===== src/common/mps_pkg.sv =====
/*
 * Shared constants and types of the measurement pipeline sequencer:
 * measuring rates, cycle periods, pipeline stage positions and the
 * configuration and result carriers.
 * Assumes a 10 MHz core clock.
 */
package mps_pkg;

  localparam int CLK_PERIOD_NS = 100;

  // Measuring period per rate, in ns
  localparam int RATE_49K_NS = 20350;
  localparam int RATE_30K_NS = 33333;
  localparam int RATE_20K_NS = 50000;
  localparam int RATE_10K_NS = 100000;
  localparam int RATE_5K_NS  = 200000;
  localparam int RATE_2K5_NS = 400000;
  localparam int RATE_1K5_NS = 666667;

  localparam int CNT_W = 16;

  // Period lengths in core cycles, rounded down
  localparam logic [CNT_W-1:0] RATE_49K_CYC = CNT_W'(RATE_49K_NS / CLK_PERIOD_NS);
  localparam logic [CNT_W-1:0] RATE_30K_CYC = CNT_W'(RATE_30K_NS / CLK_PERIOD_NS);
  localparam logic [CNT_W-1:0] RATE_20K_CYC = CNT_W'(RATE_20K_NS / CLK_PERIOD_NS);
  localparam logic [CNT_W-1:0] RATE_10K_CYC = CNT_W'(RATE_10K_NS / CLK_PERIOD_NS);
  localparam logic [CNT_W-1:0] RATE_5K_CYC  = CNT_W'(RATE_5K_NS / CLK_PERIOD_NS);
  localparam logic [CNT_W-1:0] RATE_2K5_CYC = CNT_W'(RATE_2K5_NS / CLK_PERIOD_NS);
  localparam logic [CNT_W-1:0] RATE_1K5_CYC = CNT_W'(RATE_1K5_NS / CLK_PERIOD_NS);

  // Pipeline stage positions
  localparam int STAGES  = 5;
  localparam int STG_EXP = 0;
  localparam int STG_RD  = 1;
  localparam int STG_C1  = 2;
  localparam int STG_C2  = 3;
  localparam int STG_OUT = 4;

  localparam int MEAS_W      = 16;
  localparam int AVG_LOG2_W  = 3;
  localparam int AVG_MAX_LOG2 = 4;

  typedef enum logic [2:0] {
    MPS_RATE_49K = 3'h0,
    MPS_RATE_30K = 3'h1,
    MPS_RATE_20K = 3'h2,
    MPS_RATE_10K = 3'h3,
    MPS_RATE_5K  = 3'h4,
    MPS_RATE_2K5 = 3'h5,
    MPS_RATE_1K5 = 3'h6
  } mps_rate_t;

  typedef struct packed {
    mps_rate_t             rate;
    logic                  avg_en;
    logic [AVG_LOG2_W-1:0] avg_log2;
  } mps_cfg_t;

  typedef struct packed {
    logic [MEAS_W-1:0] value;
    logic              settled;
  } mps_meas_t;

  localparam mps_cfg_t CFG_RST = '{rate: MPS_RATE_49K, avg_en: 1'b0, avg_log2: 3'h0};

endpackage : mps_pkg


===== src/logic/mps_avg.sv =====
/*
 * Moving average over the last 2**avg_log2 values, fixed two-cycle
 * latency whether averaging is on or off.
 * Assumes in_valid pulses no closer than three cycles apart.
 */
`timescale 1ns/1ns
`default_nettype none

module mps_avg #(
  parameter int DATA_W     = mps_pkg::MEAS_W,
  parameter int DEPTH_LOG2 = mps_pkg::AVG_MAX_LOG2
) (
  input  wire logic                                core_clk,
  input  wire logic                                rst_b,
  input  wire logic                                clk_en,
  input  wire logic                                avg_en,
  input  wire logic [mps_pkg::AVG_LOG2_W-1:0]      avg_log2,
  input  wire logic                                clear,
  input  wire logic                                in_valid,
  input  wire logic [DATA_W-1:0]                   in_data,
  output logic                                     out_valid,
  output logic [DATA_W-1:0]                        out_data,
  output logic                                     out_settled
);

  localparam int SUM_W = DATA_W + DEPTH_LOG2;
  localparam int FILL_W = DEPTH_LOG2 + 1;

  logic [DATA_W-1:0]     mem [2**DEPTH_LOG2];
  logic [DATA_W-1:0]     old_q;
  logic [DATA_W-1:0]     new_q, new_d;
  logic [DEPTH_LOG2-1:0] wr_ptr_q, wr_ptr_d;
  logic [FILL_W-1:0]     fill_q, fill_d;
  logic [SUM_W-1:0]      sum_q, sum_d;
  logic                  pend_q, pend_d;
  logic                  out_valid_q, out_valid_d;
  logic [DATA_W-1:0]     out_data_q, out_data_d;
  logic                  settled_q, settled_d;
  logic [FILL_W-1:0]     win;
  logic [DEPTH_LOG2-1:0] rd_addr;

  assign win     = FILL_W'(1) << avg_log2;
  assign rd_addr = wr_ptr_q - win[DEPTH_LOG2-1:0];

  always_comb begin
    new_d       = new_q;
    wr_ptr_d    = wr_ptr_q;
    fill_d      = fill_q;
    sum_d       = sum_q;
    pend_d      = in_valid;
    out_valid_d = pend_q;
    out_data_d  = out_data_q;
    settled_d   = settled_q;
    if (in_valid) begin
      new_d = in_data;
    end
    if (pend_q) begin
      // Window full: the oldest value drops out as the newest enters
      sum_d = sum_q + SUM_W'(new_q) - ((fill_q >= win) ? SUM_W'(old_q) : '0);
      if (fill_q < win) begin
        fill_d = fill_q + FILL_W'(1);
      end
      wr_ptr_d = wr_ptr_q + DEPTH_LOG2'(1);
      out_data_d = avg_en ? DATA_W'(sum_d >> avg_log2) : new_q;
      settled_d  = !avg_en || (fill_d >= win);
    end
    if (clear) begin
      fill_d    = '0;
      sum_d     = '0;
      settled_d = 1'b0;
    end
  end

  always_ff @(posedge core_clk or negedge rst_b) begin
    if (!rst_b) begin
      new_q       <= '0;
      wr_ptr_q    <= '0;
      fill_q      <= '0;
      sum_q       <= '0;
      pend_q      <= 1'b0;
      out_valid_q <= 1'b0;
      out_data_q  <= '0;
      settled_q   <= 1'b0;
    end else if (clk_en) begin
      new_q       <= new_d;
      wr_ptr_q    <= wr_ptr_d;
      fill_q      <= fill_d;
      sum_q       <= sum_d;
      pend_q      <= pend_d;
      out_valid_q <= out_valid_d;
      out_data_q  <= out_data_d;
      settled_q   <= settled_d;
    end
  end

  // History store, registered read
  always_ff @(posedge core_clk) begin
    if (clk_en) begin
      old_q <= mem[rd_addr];
      if (pend_q) begin
        mem[wr_ptr_q] <= new_q;
      end
    end
  end

  assign out_valid   = out_valid_q;
  assign out_data    = out_data_q;
  // Averaging off passes every value through as settled
  assign out_settled = settled_q || !avg_en;

  property p_fixed_lat;
    @(posedge core_clk) disable iff (!rst_b || !clk_en)
      in_valid |-> ##2 out_valid_q;
  endproperty
  a_fixed_lat: assert property (p_fixed_lat) else $error("Average latency not two cycles");

  property p_settle;
    @(posedge core_clk) disable iff (!rst_b || !clk_en)
      (settled_q && avg_en && !$changed(avg_log2)) |-> (fill_q >= win);
  endproperty
  a_settle: assert property (p_settle) else $error("Settled before window filled");

endmodule : mps_avg

`default_nettype wire


===== src/logic/mps_sequencer.sv =====
/*
 * Measurement pipeline sequencer: five-stage overlapped pipeline
 * (exposure, readout, two compute cycles, output) paced by the
 * selected measuring rate, with configuration and persistent save.
 * Assumes link command parsers and the persistent store sit on
 * core_clk and deliver one-cycle strobes.
 */
// How it works
// - Each measurement passes exposure, readout, two compute cycles, then output.
// - One pipeline cycle equals one measuring period of the selected rate.
// - One value leaves per period, exactly five periods after its exposure.
// - Stages of successive measurements run concurrently; output never stalls.
// - Averaging keeps latency and cadence; results settle after the count fills.
// - Configuration arrives from serial and network links; host uses valid settings.
// - Unsaved changes are lost at power-off; saved settings return at power-up.
`timescale 1ns/1ns
`default_nettype none

module mps_sequencer #(
  parameter logic [mps_pkg::CNT_W-1:0] RATE_1K5_CYC = mps_pkg::RATE_1K5_CYC
) (
  input  wire logic                         core_clk,
  input  wire logic                         rst_b,
  input  wire logic                         clk_en,
  input  wire logic                         ser_cfg_wr,
  input  wire mps_pkg::mps_cfg_t            ser_cfg,
  input  wire logic                         net_cfg_wr,
  input  wire mps_pkg::mps_cfg_t            net_cfg,
  input  wire logic                         cfg_save,
  input  wire mps_pkg::mps_cfg_t            nvm_cfg,
  output logic                              nvm_wr,
  output mps_pkg::mps_cfg_t                 nvm_wr_data,
  output mps_pkg::mps_cfg_t                 cfg_active,
  output logic                              expose,
  output logic                              readout,
  input  wire logic                         det_valid,
  input  wire logic [mps_pkg::MEAS_W-1:0]   det_data,
  output logic                              meas_valid,
  output mps_pkg::mps_meas_t                meas_data
);

  localparam int CW = mps_pkg::CNT_W;

  function automatic logic [CW-1:0] rate_cycles(input mps_pkg::mps_rate_t r);
    unique case (r)
      mps_pkg::MPS_RATE_49K: rate_cycles = mps_pkg::RATE_49K_CYC;
      mps_pkg::MPS_RATE_30K: rate_cycles = mps_pkg::RATE_30K_CYC;
      mps_pkg::MPS_RATE_20K: rate_cycles = mps_pkg::RATE_20K_CYC;
      mps_pkg::MPS_RATE_10K: rate_cycles = mps_pkg::RATE_10K_CYC;
      mps_pkg::MPS_RATE_5K:  rate_cycles = mps_pkg::RATE_5K_CYC;
      mps_pkg::MPS_RATE_2K5: rate_cycles = mps_pkg::RATE_2K5_CYC;
      mps_pkg::MPS_RATE_1K5: rate_cycles = RATE_1K5_CYC;
      default:               rate_cycles = mps_pkg::RATE_49K_CYC;
    endcase
  endfunction : rate_cycles

  // Configuration group
  mps_pkg::mps_cfg_t cfg_q, cfg_d;
  mps_pkg::mps_cfg_t nvm_data_q, nvm_data_d;
  logic              nvm_wr_q, nvm_wr_d;
  logic              boot_q, boot_d;
  logic              avg_clear;

  always_comb begin
    cfg_d      = cfg_q;
    boot_d     = 1'b0;
    nvm_wr_d   = cfg_save && !boot_q;
    nvm_data_d = nvm_data_q;
    if (cfg_save && !boot_q) begin
      nvm_data_d = cfg_q;
    end
    if (boot_q) begin
      cfg_d = nvm_cfg;
    end else if (ser_cfg_wr) begin
      cfg_d = ser_cfg;
    end else if (net_cfg_wr) begin
      cfg_d = net_cfg;
    end
  end

  always_ff @(posedge core_clk or negedge rst_b) begin
    if (!rst_b) begin
      cfg_q      <= mps_pkg::CFG_RST;
      boot_q     <= 1'b1;
      nvm_wr_q   <= 1'b0;
      nvm_data_q <= mps_pkg::CFG_RST;
    end else if (clk_en) begin
      cfg_q      <= cfg_d;
      boot_q     <= boot_d;
      nvm_wr_q   <= nvm_wr_d;
      nvm_data_q <= nvm_data_d;
    end
  end

  // Averaging restarts when its setup changes
  assign avg_clear = (cfg_d.avg_en != cfg_q.avg_en) || (cfg_d.avg_log2 != cfg_q.avg_log2);

  // Sequencer group
  logic [CW-1:0]                cnt_q, cnt_d;
  logic [CW-1:0]                period_q, period_d;
  logic [mps_pkg::STAGES-1:0]   stg_q, stg_d;
  logic                         expose_q, expose_d;
  logic                         readout_q, readout_d;
  logic [mps_pkg::MEAS_W-1:0]   raw_q, raw_d;
  mps_pkg::mps_meas_t           c2_q, c2_d;
  mps_pkg::mps_meas_t           out_q, out_d;
  mps_pkg::mps_meas_t           meas_q, meas_d;
  logic                         meas_valid_q, meas_valid_d;
  logic                         tick;
  logic                         avg_in_valid;
  logic [mps_pkg::MEAS_W-1:0]   avg_data;
  logic                         avg_settled;

  assign tick         = (cnt_q == period_q - CW'(1));
  assign avg_in_valid = tick && stg_q[mps_pkg::STG_RD];

  always_comb begin
    cnt_d        = tick ? '0 : cnt_q + CW'(1);
    // Rate changes take effect at a period boundary only
    period_d     = tick ? rate_cycles(cfg_q.rate) : period_q;
    stg_d        = stg_q;
    expose_d     = 1'b0;
    readout_d    = 1'b0;
    raw_d        = raw_q;
    c2_d         = c2_q;
    out_d        = out_q;
    meas_d       = meas_q;
    meas_valid_d = 1'b0;
    if (det_valid && stg_q[mps_pkg::STG_RD]) begin
      raw_d = det_data;
    end
    if (tick) begin
      stg_d     = {stg_q[mps_pkg::STAGES-2:0], !boot_q};
      expose_d  = !boot_q;
      readout_d = stg_q[mps_pkg::STG_EXP];
      if (stg_q[mps_pkg::STG_C1]) begin
        c2_d = '{value: avg_data, settled: avg_settled};
      end
      out_d = c2_q;
      // value leaves five periods after exposure
      meas_d       = out_q;
      meas_valid_d = stg_q[mps_pkg::STG_OUT];
    end
  end

  always_ff @(posedge core_clk or negedge rst_b) begin
    if (!rst_b) begin
      cnt_q        <= '0;
      period_q     <= mps_pkg::RATE_49K_CYC;
      stg_q        <= '0;
      expose_q     <= 1'b0;
      readout_q    <= 1'b0;
      raw_q        <= '0;
      c2_q         <= '0;
      out_q        <= '0;
      meas_q       <= '0;
      meas_valid_q <= 1'b0;
    end else if (clk_en) begin
      cnt_q        <= cnt_d;
      period_q     <= period_d;
      stg_q        <= stg_d;
      expose_q     <= expose_d;
      readout_q    <= readout_d;
      raw_q        <= raw_d;
      c2_q         <= c2_d;
      out_q        <= out_d;
      meas_q       <= meas_d;
      meas_valid_q <= meas_valid_d;
    end
  end

  mps_avg #(
    .DATA_W     (mps_pkg::MEAS_W),
    .DEPTH_LOG2 (mps_pkg::AVG_MAX_LOG2)
  ) u_avg (
    .core_clk    (core_clk),
    .rst_b       (rst_b),
    .clk_en      (clk_en),
    .avg_en      (cfg_q.avg_en),
    .avg_log2    (cfg_q.avg_log2),
    .clear       (avg_clear),
    .in_valid    (avg_in_valid),
    .in_data     (raw_q),
    .out_valid   (),
    .out_data    (avg_data),
    .out_settled (avg_settled)
  );

  assign nvm_wr      = nvm_wr_q;
  assign nvm_wr_data = nvm_data_q;
  assign cfg_active  = cfg_q;
  assign expose      = expose_q;
  assign readout     = readout_q;
  assign meas_valid  = meas_valid_q;
  assign meas_data   = meas_q;

  // Cycles since the last exposure pulse, for checking only
  logic [CW-1:0] gap_q;
  always_ff @(posedge core_clk or negedge rst_b) begin
    if (!rst_b) begin
      gap_q <= '0;
    end else if (clk_en) begin
      gap_q <= expose_q ? CW'(1) : gap_q + CW'(1);
    end
  end

  property p_exp_rd;
    @(posedge core_clk) disable iff (!rst_b || !clk_en)
      (tick && stg_q[mps_pkg::STG_EXP]) |=> readout_q;
  endproperty
  a_exp_rd: assert property (p_exp_rd) else $error("Readout did not follow exposure");

  property p_period;
    @(posedge core_clk) disable iff (!rst_b || !clk_en)
      (expose_q && $stable(period_q)) |-> (gap_q == period_q);
  endproperty
  a_period: assert property (p_period) else $error("Period length wrong");

  property p_latency;
    @(posedge core_clk) disable iff (!rst_b || !clk_en)
      meas_valid_q |-> ($past(stg_q[mps_pkg::STG_OUT]) && $past(tick));
  endproperty
  a_latency: assert property (p_latency) else $error("Output not from fifth stage");

  property p_no_stall;
    @(posedge core_clk) disable iff (!rst_b || !clk_en)
      (tick && !boot_q) |=> (stg_q[mps_pkg::STG_EXP] && expose_q);
  endproperty
  a_no_stall: assert property (p_no_stall) else $error("Pipeline stalled");

  property p_cfg_take;
    @(posedge core_clk) disable iff (!rst_b || !clk_en)
      (ser_cfg_wr && !boot_q) |=> (cfg_q == $past(ser_cfg));
  endproperty
  a_cfg_take: assert property (p_cfg_take) else $error("Serial setting not taken");

  property p_save;
    @(posedge core_clk) disable iff (!rst_b || !clk_en)
      (cfg_save && !boot_q) |=> (nvm_wr_q && nvm_data_q == $past(cfg_q));
  endproperty
  a_save: assert property (p_save) else $error("Save did not write active set");

  property p_restore;
    @(posedge core_clk) disable iff (!rst_b || !clk_en)
      (rst_b && boot_q) |=> (cfg_q == $past(nvm_cfg) && !boot_q);
  endproperty
  a_restore: assert property (p_restore) else $error("Saved set not restored");

  property p_strobe;
    @(posedge core_clk) disable iff (!rst_b || !clk_en)
      meas_valid_q |=> !meas_valid_q;
  endproperty
  a_strobe: assert property (p_strobe) else $error("Valid strobe longer than one cycle");

endmodule : mps_sequencer

`default_nettype wire


===== config.mk =====
export PLATFORM = sky130hd
export DESIGN_NAME = mps_sequencer
export DESIGN_NICKNAME = d
export VERILOG_FILES = /design/src/common/mps_pkg.sv /design/src/logic/mps_avg.sv /design/src/logic/mps_sequencer.sv
export SDC_FILE = /design/constraint.sdc
export NUM_CORES = 1
export LEC_CHECK = 0
export BUFFER_PORTS_ARGS = -buffer_cell sky130_fd_sc_hd__buf_2
export CORE_UTILIZATION = 40
export CTS_CLUSTER_DIAMETER = 40
export DETAILED_ROUTE_END_ITERATION = 10
export SLEW_MARGIN = 30
export SYNTH_ARGS = -nofsm -noshare
export SYNTH_HDL_FRONTEND = slang
export SYNTH_SLANG_ARGS = --single-unit
export TNS_END_PERCENT = 20

===== constraint.sdc =====
create_clock -name core_clk -period 6.19 [get_ports core_clk]
set_input_delay 0 -clock core_clk [delete_from_list [all_inputs] [get_ports core_clk]]
set_output_delay 0 -clock core_clk [all_outputs]
set_load 0.02 [all_outputs]

After elaboration in Yosys (flattened, before gate mapping)
Memory sizes are Yosys's and may differ from the RTL's. A register that Yosys moved wholly into a read port is not among the register bits.
Cells that the tools add are included.
W data, S select, Z words.

storage, ports and cells
  register bits = 186
  memories = 1
  output and inout bits = 35
  bits in writable memories = 256
  bits of input ports = 44
  logic and storage cells = 89

cells by class
  reductions and logical operators = 18
  equal/unequal tests = 9
  add/sub/neg operators = 7
  mux-type cells = 21
  shifts and indexed selects = 2
  $lt $le $gt $ge = 3

memories
  name       depth  bits a word  read ports  clocked after Yosys merged registers in  write ports  RTL line       source
  u_avg.mem  16     16           1           1                                        1            mps_avg.sv:29  logic [DATA_W-1:0] mem [2**DEPTH_LOG2];

operators by type and width
  operator                 count
  $pmux W13 S6             1
  $mux W16                 3
  $mux W20                 2
  $mux W7                  3
  $add A20 B16 Y20         1
  $mux W5                  4
  $shr A20 B3 Y16          1
  $sub A20 B20 Y20         1
  $add A16 B1 Y16 const B  1
  $eq A16 B16 Y1           1
  $sub A16 B1 Y16 const B  1
  $reduce_and A2 Y1        7
  $ge A5 B5 Y1             2
  $eq A3 B3 Y1 const B     3
  $mux W1                  8
  $eq A3 B2 Y1 const B     2
  $add A5 B1 Y5 const B    1
  $lt A5 B5 Y1             1
  $shl A1 B3 Y5 const A    1
  $add A4 B1 Y4 const B    1
  $sub A4 B4 Y4            1
  $eq A3 B1 Y1 const B     1
  $logic_and A1 B1 Y1      3
  $logic_or A1 B1 Y1       3
  other kinds (6)          7

Longest topological paths before layout
  depth in word-level cells = 8
  depth in mapped cells = 25
  mapped depth without buffers = 23

Cells and area by module
From an unflattened synthesis, not the netlist that was laid out.

second synthesis, totals
  cell total of the unflattened synthesis = 1,524
  area, all modules = 21,349.2 um2

by module, submodules not included
  module         seq. area each (um2)  cells an instance  area an instance (um2)  times used
  mps_avg        9,769.4               1,071              15,816.4                1
  mps_sequencer  3,010.4               453                5,532.8                 1

Worst setup path after synthesis
Ideal clock, no wire load.

  path type = flip-flop to flip-flop
  start point = reg cfg_q (netlist bit cfg_active[0])
  end point = reg u_avg.out_data_q[9] (netlist: u_avg.out_data[9])
  required time = 6.064 ns
  path buffers = 3
  setup slack = 0.303 ns
  library setup time = 0.126 ns
  stages on the path, launching flop included = 26
  period minus slack after synthesis = 5.887 ns
  data arrival time = 5.761 ns
  cells stage by stage = dfrtp_1 clkbuf_1 inv_2 nor3_1 inv_1 ha_1 nor2b_1 o21a_1 o21ai_0 nand2b_1 a21oi_1 o21ai_0 clkbuf_1 and2_1 fa_1 inv_1 ha_1 clkbuf_1 and3_1 and4_1 a22oi_1 nor2b_1 xnor2_1 mux2_2 mux4_2 a2bb2oi_1

on the way
  longest elaborated chain between the ends = 6

RTL lines
  element                   RTL line             source
  start: declaration        mps_sequencer.sv:58  mps_pkg::mps_cfg_t cfg_q, cfg_d;
  start signal: assignment  mps_sequencer.sv:83  cfg_q <= mps_pkg::CFG_RST;
  start signal: assignment  mps_sequencer.sv:88  cfg_q <= cfg_d;
  $shl A1 B3 Y5             mps_avg.sv:42        assign win = FILL_W'(1) << avg_log2;
  $ge A5 B5 Y1              mps_avg.sv:59        sum_d = sum_q + SUM_W'(new_q) - ((fill_q >= win) ? SUM_W'(old_q) : '0);
  $mux W16                  mps_avg.sv:59
  $sub A20 B20 Y20          mps_avg.sv:59
  $shr A20 B3 Y16 *         mps_avg.sv:64        out_data_d = avg_en ? DATA_W'(sum_d >> avg_log2) : new_q;
  $mux W16 *                mps_avg.sv:64
  end signal: assignment    mps_avg.sv:91        out_data_q <= out_data_d;
  end: declaration          mps_avg.sv:37        logic [DATA_W-1:0] out_data_q, out_data_d;

Mark *: on every way between the ends. The rest lies on a longest branch, timed or not.
A chain may end at the register's enable or synchronous reset.

Worst setup path after layout
  start point = reg cfg_q (netlist bit cfg_active[0])
  end point = reg u_avg.out_data_q[14] (netlist: u_avg.out_data[14])

The elaborated chain is that of the path after synthesis.

==> results.json <==
{
  "syn_nets": 1586,
  "num-nets-final": 1745,
  "cts_tree": "built",
  "die_w_um": 231,
  "drv_cap": 0,
  "fin_cells": 2380,
  "die_area_um2": 53400,
  "setup_viol": 0,
  "synth_common_cells": "edfxtp_1, dfrtp_1, inv_1",
  "antenna_found_initial": 2,
  "worstPathMaxFanout": 16,
  "cts-root-buf": "clkbuf_16",
  "path_delay_family": "compound AO/OA/AOI/OAI gates",
  "grt_start_max_net_pins": 106,
  "drt_wl_total_mm": 49.6,
  "clk-insertion-delay-late_ns": 0.61,
  "worst_path_largest_cell_delay_ns": 0.48,
  "critPathArrivalTime_ns": 6.25,
  "tns_ns": 0,
  "die_y_um": 231,
  "rsz0062_at_grt": "no",
  "design.core.area_um2": 51600,
  "vias": 12800,
  "yosysMostFrequentCell": "edfxtp_1",
  "drc_errors": 0,
  "worstMarginPinSlew_ns": 1.01,
  "cellPowerDensity_nw_per_um2": 351,
  "crit_required_ns": 6.69,
  "irDropWorstVdd_uv": 423,
  "leakagePower_nw": 10.4,
  "area_growth_pct": 20.1,
  "period_share_pct": 92.9,
  "dp_slack_ns": 0.531,
  "synth_top_family_by_area": "multiplexers",
  "yosys_warnings": 0,
  "cts_sinks": 455,
  "hold_path.class": "in2async",
  "p_total_mw": 8.85,
  "hold_violations": 0,
  "grt_pass1_wl_mm": 78.3,
  "diodes": 0,
  "synthAdderAreaFrac_pct": 4.00,
  "critPathCaptureType": "flip-flop",
  "worst_setup_path_start_kind": "flip-flop",
  "path_cells": "inv_2, nor3_1, inv_1, ha_1, nor2b_1, o21a_1, o21ai_0, nand2b_1, a21oi_1, o21ai_0, buf_4, and2_1, fa_1, inv_1, fa_1, a211oi_1, o211ai_1, a31oi_1, o21ai_0, xnor2_1, mux2i_1, a221o_1, a31oi_1",
  "wl_per_cell_um": 20.9,
  "clockBufferDepth": 3,
  "ant_nets": 0,
  "synth_edf_count": 272,
  "drt-initial-drc-count": 1029,
  "grt_overflow_total": 0,
  "synth-compound-area-share_pct": 7.95,
  "dp.cells": 2218,
  "gp_congestion": 0.873,
  "fin_util_pct": 48.9,
  "dpl_cell_area_um2": 22400,
  "critPathKind": "reg2reg",
  "drive_above_1_share_pct": 25.6,
  "htreeDepth": 3,
  "viasPerCell": 5.39,
  "netlist_area_um2": 21000,
  "dp_hpwl_mm": 32.2,
  "yosys.area_share.simple_pct": 6.91,
  "muxShareOfSynthArea_pct": 14.5,
  "hold_ws_ns": 0.0624,
  "fp-row-count": 83,
  "synth_xor_area_share_pct": 2.50,
  "port_buffers": 78,
  "yosysTopAreaCell": "edfxtp_1",
  "synth_seq_cells": 455,
  "fin_ws_ns": 0.439,
  "skew_ns": 0.0354,
  "drv_slew": 0,
  "grt_pass1_vias": 13400,
  "outcome": "finished clean",
  "path_clk_slew_ns": 0.05,
  "fillers": 4406,
  "synth_top_area_share_pct": 38.9,
  "synth_area_leaders": "edfxtp_1, dfrtp_1, mux4_2",
  "async_flop_share_pct": 40.2,
  "ys.flop_type": "edfxtp_1",
  "synth_cell_type_count": 71,
  "fin_area_um2": 25200,
  "relSlewSlack_pct": 32.2,
  "syn_avg_cell_area_um2": 14.1,
  "fin_crit_ns": 5.75,
  "path_buf_inv": 4,
  "ys_seq_area_share_pct": 60.7,
  "start_util_pct": 40.7,
  "numCtsBuffers": 71,
  "dr.pass1.iters": 5,
  "crit_slowest_cell": "fa_1",
  "syn_inst": 1485,
  "crit_path_frequent_cell": "o21ai_0",
  "max_freq_mhz": 174,
  "io_pins": 79,
  "gr-usage-all-layers_pct": 19.3
}
==> flip-flops by register name, summed over array words and instances, names as in the netlist, 4 cells and up <==
signal / count
u_avg.sum_q: 20
meas_data: 17
u_avg.wr_ptr_q: 4
raw_q: 16
out_q: 17
nvm_wr_data: 7
u_avg.mem: 256
cfg_active: 7
stg_q: 5
cnt_q: 16
u_avg.old_q: 16
u_avg.fill_q: 5
period_q: 13
u_avg.out_data: 16
c2_q: 17
u_avg.new_q: 16
==> cells in the final DEF (no fill, tap or decap), types with 24 or more instances in the layout <==
master         synthesis  routed
clkbuf_16              0      74
mux2_2                85      85
nor2b_1               24      24
a211oi_1              25      25
a21oi_1               60      60
buf_2                  2      77
mux4_2                67      67
mux2i_1               35      35
dlygate4sd3_1          0      33
nand2_1               72      71
buf_4                  4      47
ha_1                  40      39
o21ai_0               71      71
nor2_1                63      63
dfrtp_1              177     177
xor2_1                25      24
inv_1                 90      90
edfxtp_1             272     272
xnor2_1               35      34
==> report_power, final <==
part | internal (mW) | switching [mW]
combinational | 0.525 | 0.776
clock | 2.68 | 1.47
sequential | 3.30 | 0.0890
==> final timing paths <==
path | start | to | slack [ns] | depth (start not counted)
max | cfg_active[0] | u_avg.out_data[14] | 0.44 | 23
min | rst_b | u_avg.sum_q[9] | 0.06 | 2
max reg2reg | cfg_active[0] | u_avg.out_data[14] | 0.44 | 23
min reg2reg | raw_q[7] | u_avg.new_q[7] | 0.48 | 1
max in group asynchronous | rst_b | c2_q[16] | 4.86 | 3
min in group core_clk | net_cfg[1] | cfg_active[1] | 0.06 | 4
==> worst reg2reg max path, stage by stage, from the launching register on <==
cell and delay, ns:
dfrtp_1 0.44, inv_2 0.06, nor3_1 0.26, inv_1 0.14, ha_1 0.33, nor2b_1 0.14
o21a_1 0.16, o21ai_0 0.17, nand2b_1 0.08, a21oi_1 0.18, o21ai_0 0.11, buf_4 0.20
and2_1 0.19, fa_1 0.47, inv_1 0.07, fa_1 0.48, a211oi_1 0.37, o211ai_1 0.18
a31oi_1 0.30, o21ai_0 0.15, xnor2_1 0.48, mux2i_1 0.20, a221o_1 0.38, a31oi_1 0.16
==> layout make-up <==
type                    instances  area (um2)  share of cell area, %
multi-input cells             864        7630                   30.2
well taps                     680         851                   3.37
flip-flops and latches        455       12800                   50.6
inverters                      92         345                   1.37
clock inverters                43         594                   2.36
clock buffers                  86        1940                   7.68
repair buffers                160        1110                   4.42
==> metal layers <==
layer	track usage [%]	up-vias	share of wire (%)
met1	25.6	6553	45
met5	0	-	0.026
met3	3.56	84	4.4
met4	6.83	2	2.6
met2	31.6	304	48
li1	-	5882	-
==> repair_timing <==
| action | 4_1_cts | 5_1_grt |
|---|---|---|
| gates resized for setup | 0 | 0 |
| buffers inserted | 0 | 0 |
| hold buffers | 33 | 0 |
| endpoints found under the hold margin | 124 | 0 |
==> logic make-up after synthesis <==
kind of cell	Yosys count
AND/OR/NAND/NOR	286
XOR/XNOR	60
buffers and inverters	166
AO/OA/AOI/OAI	256
adder cells (fa/ha/maj)	57
multiplexers	205
flip-flops	455
Power figures use the tool's default switching activity.
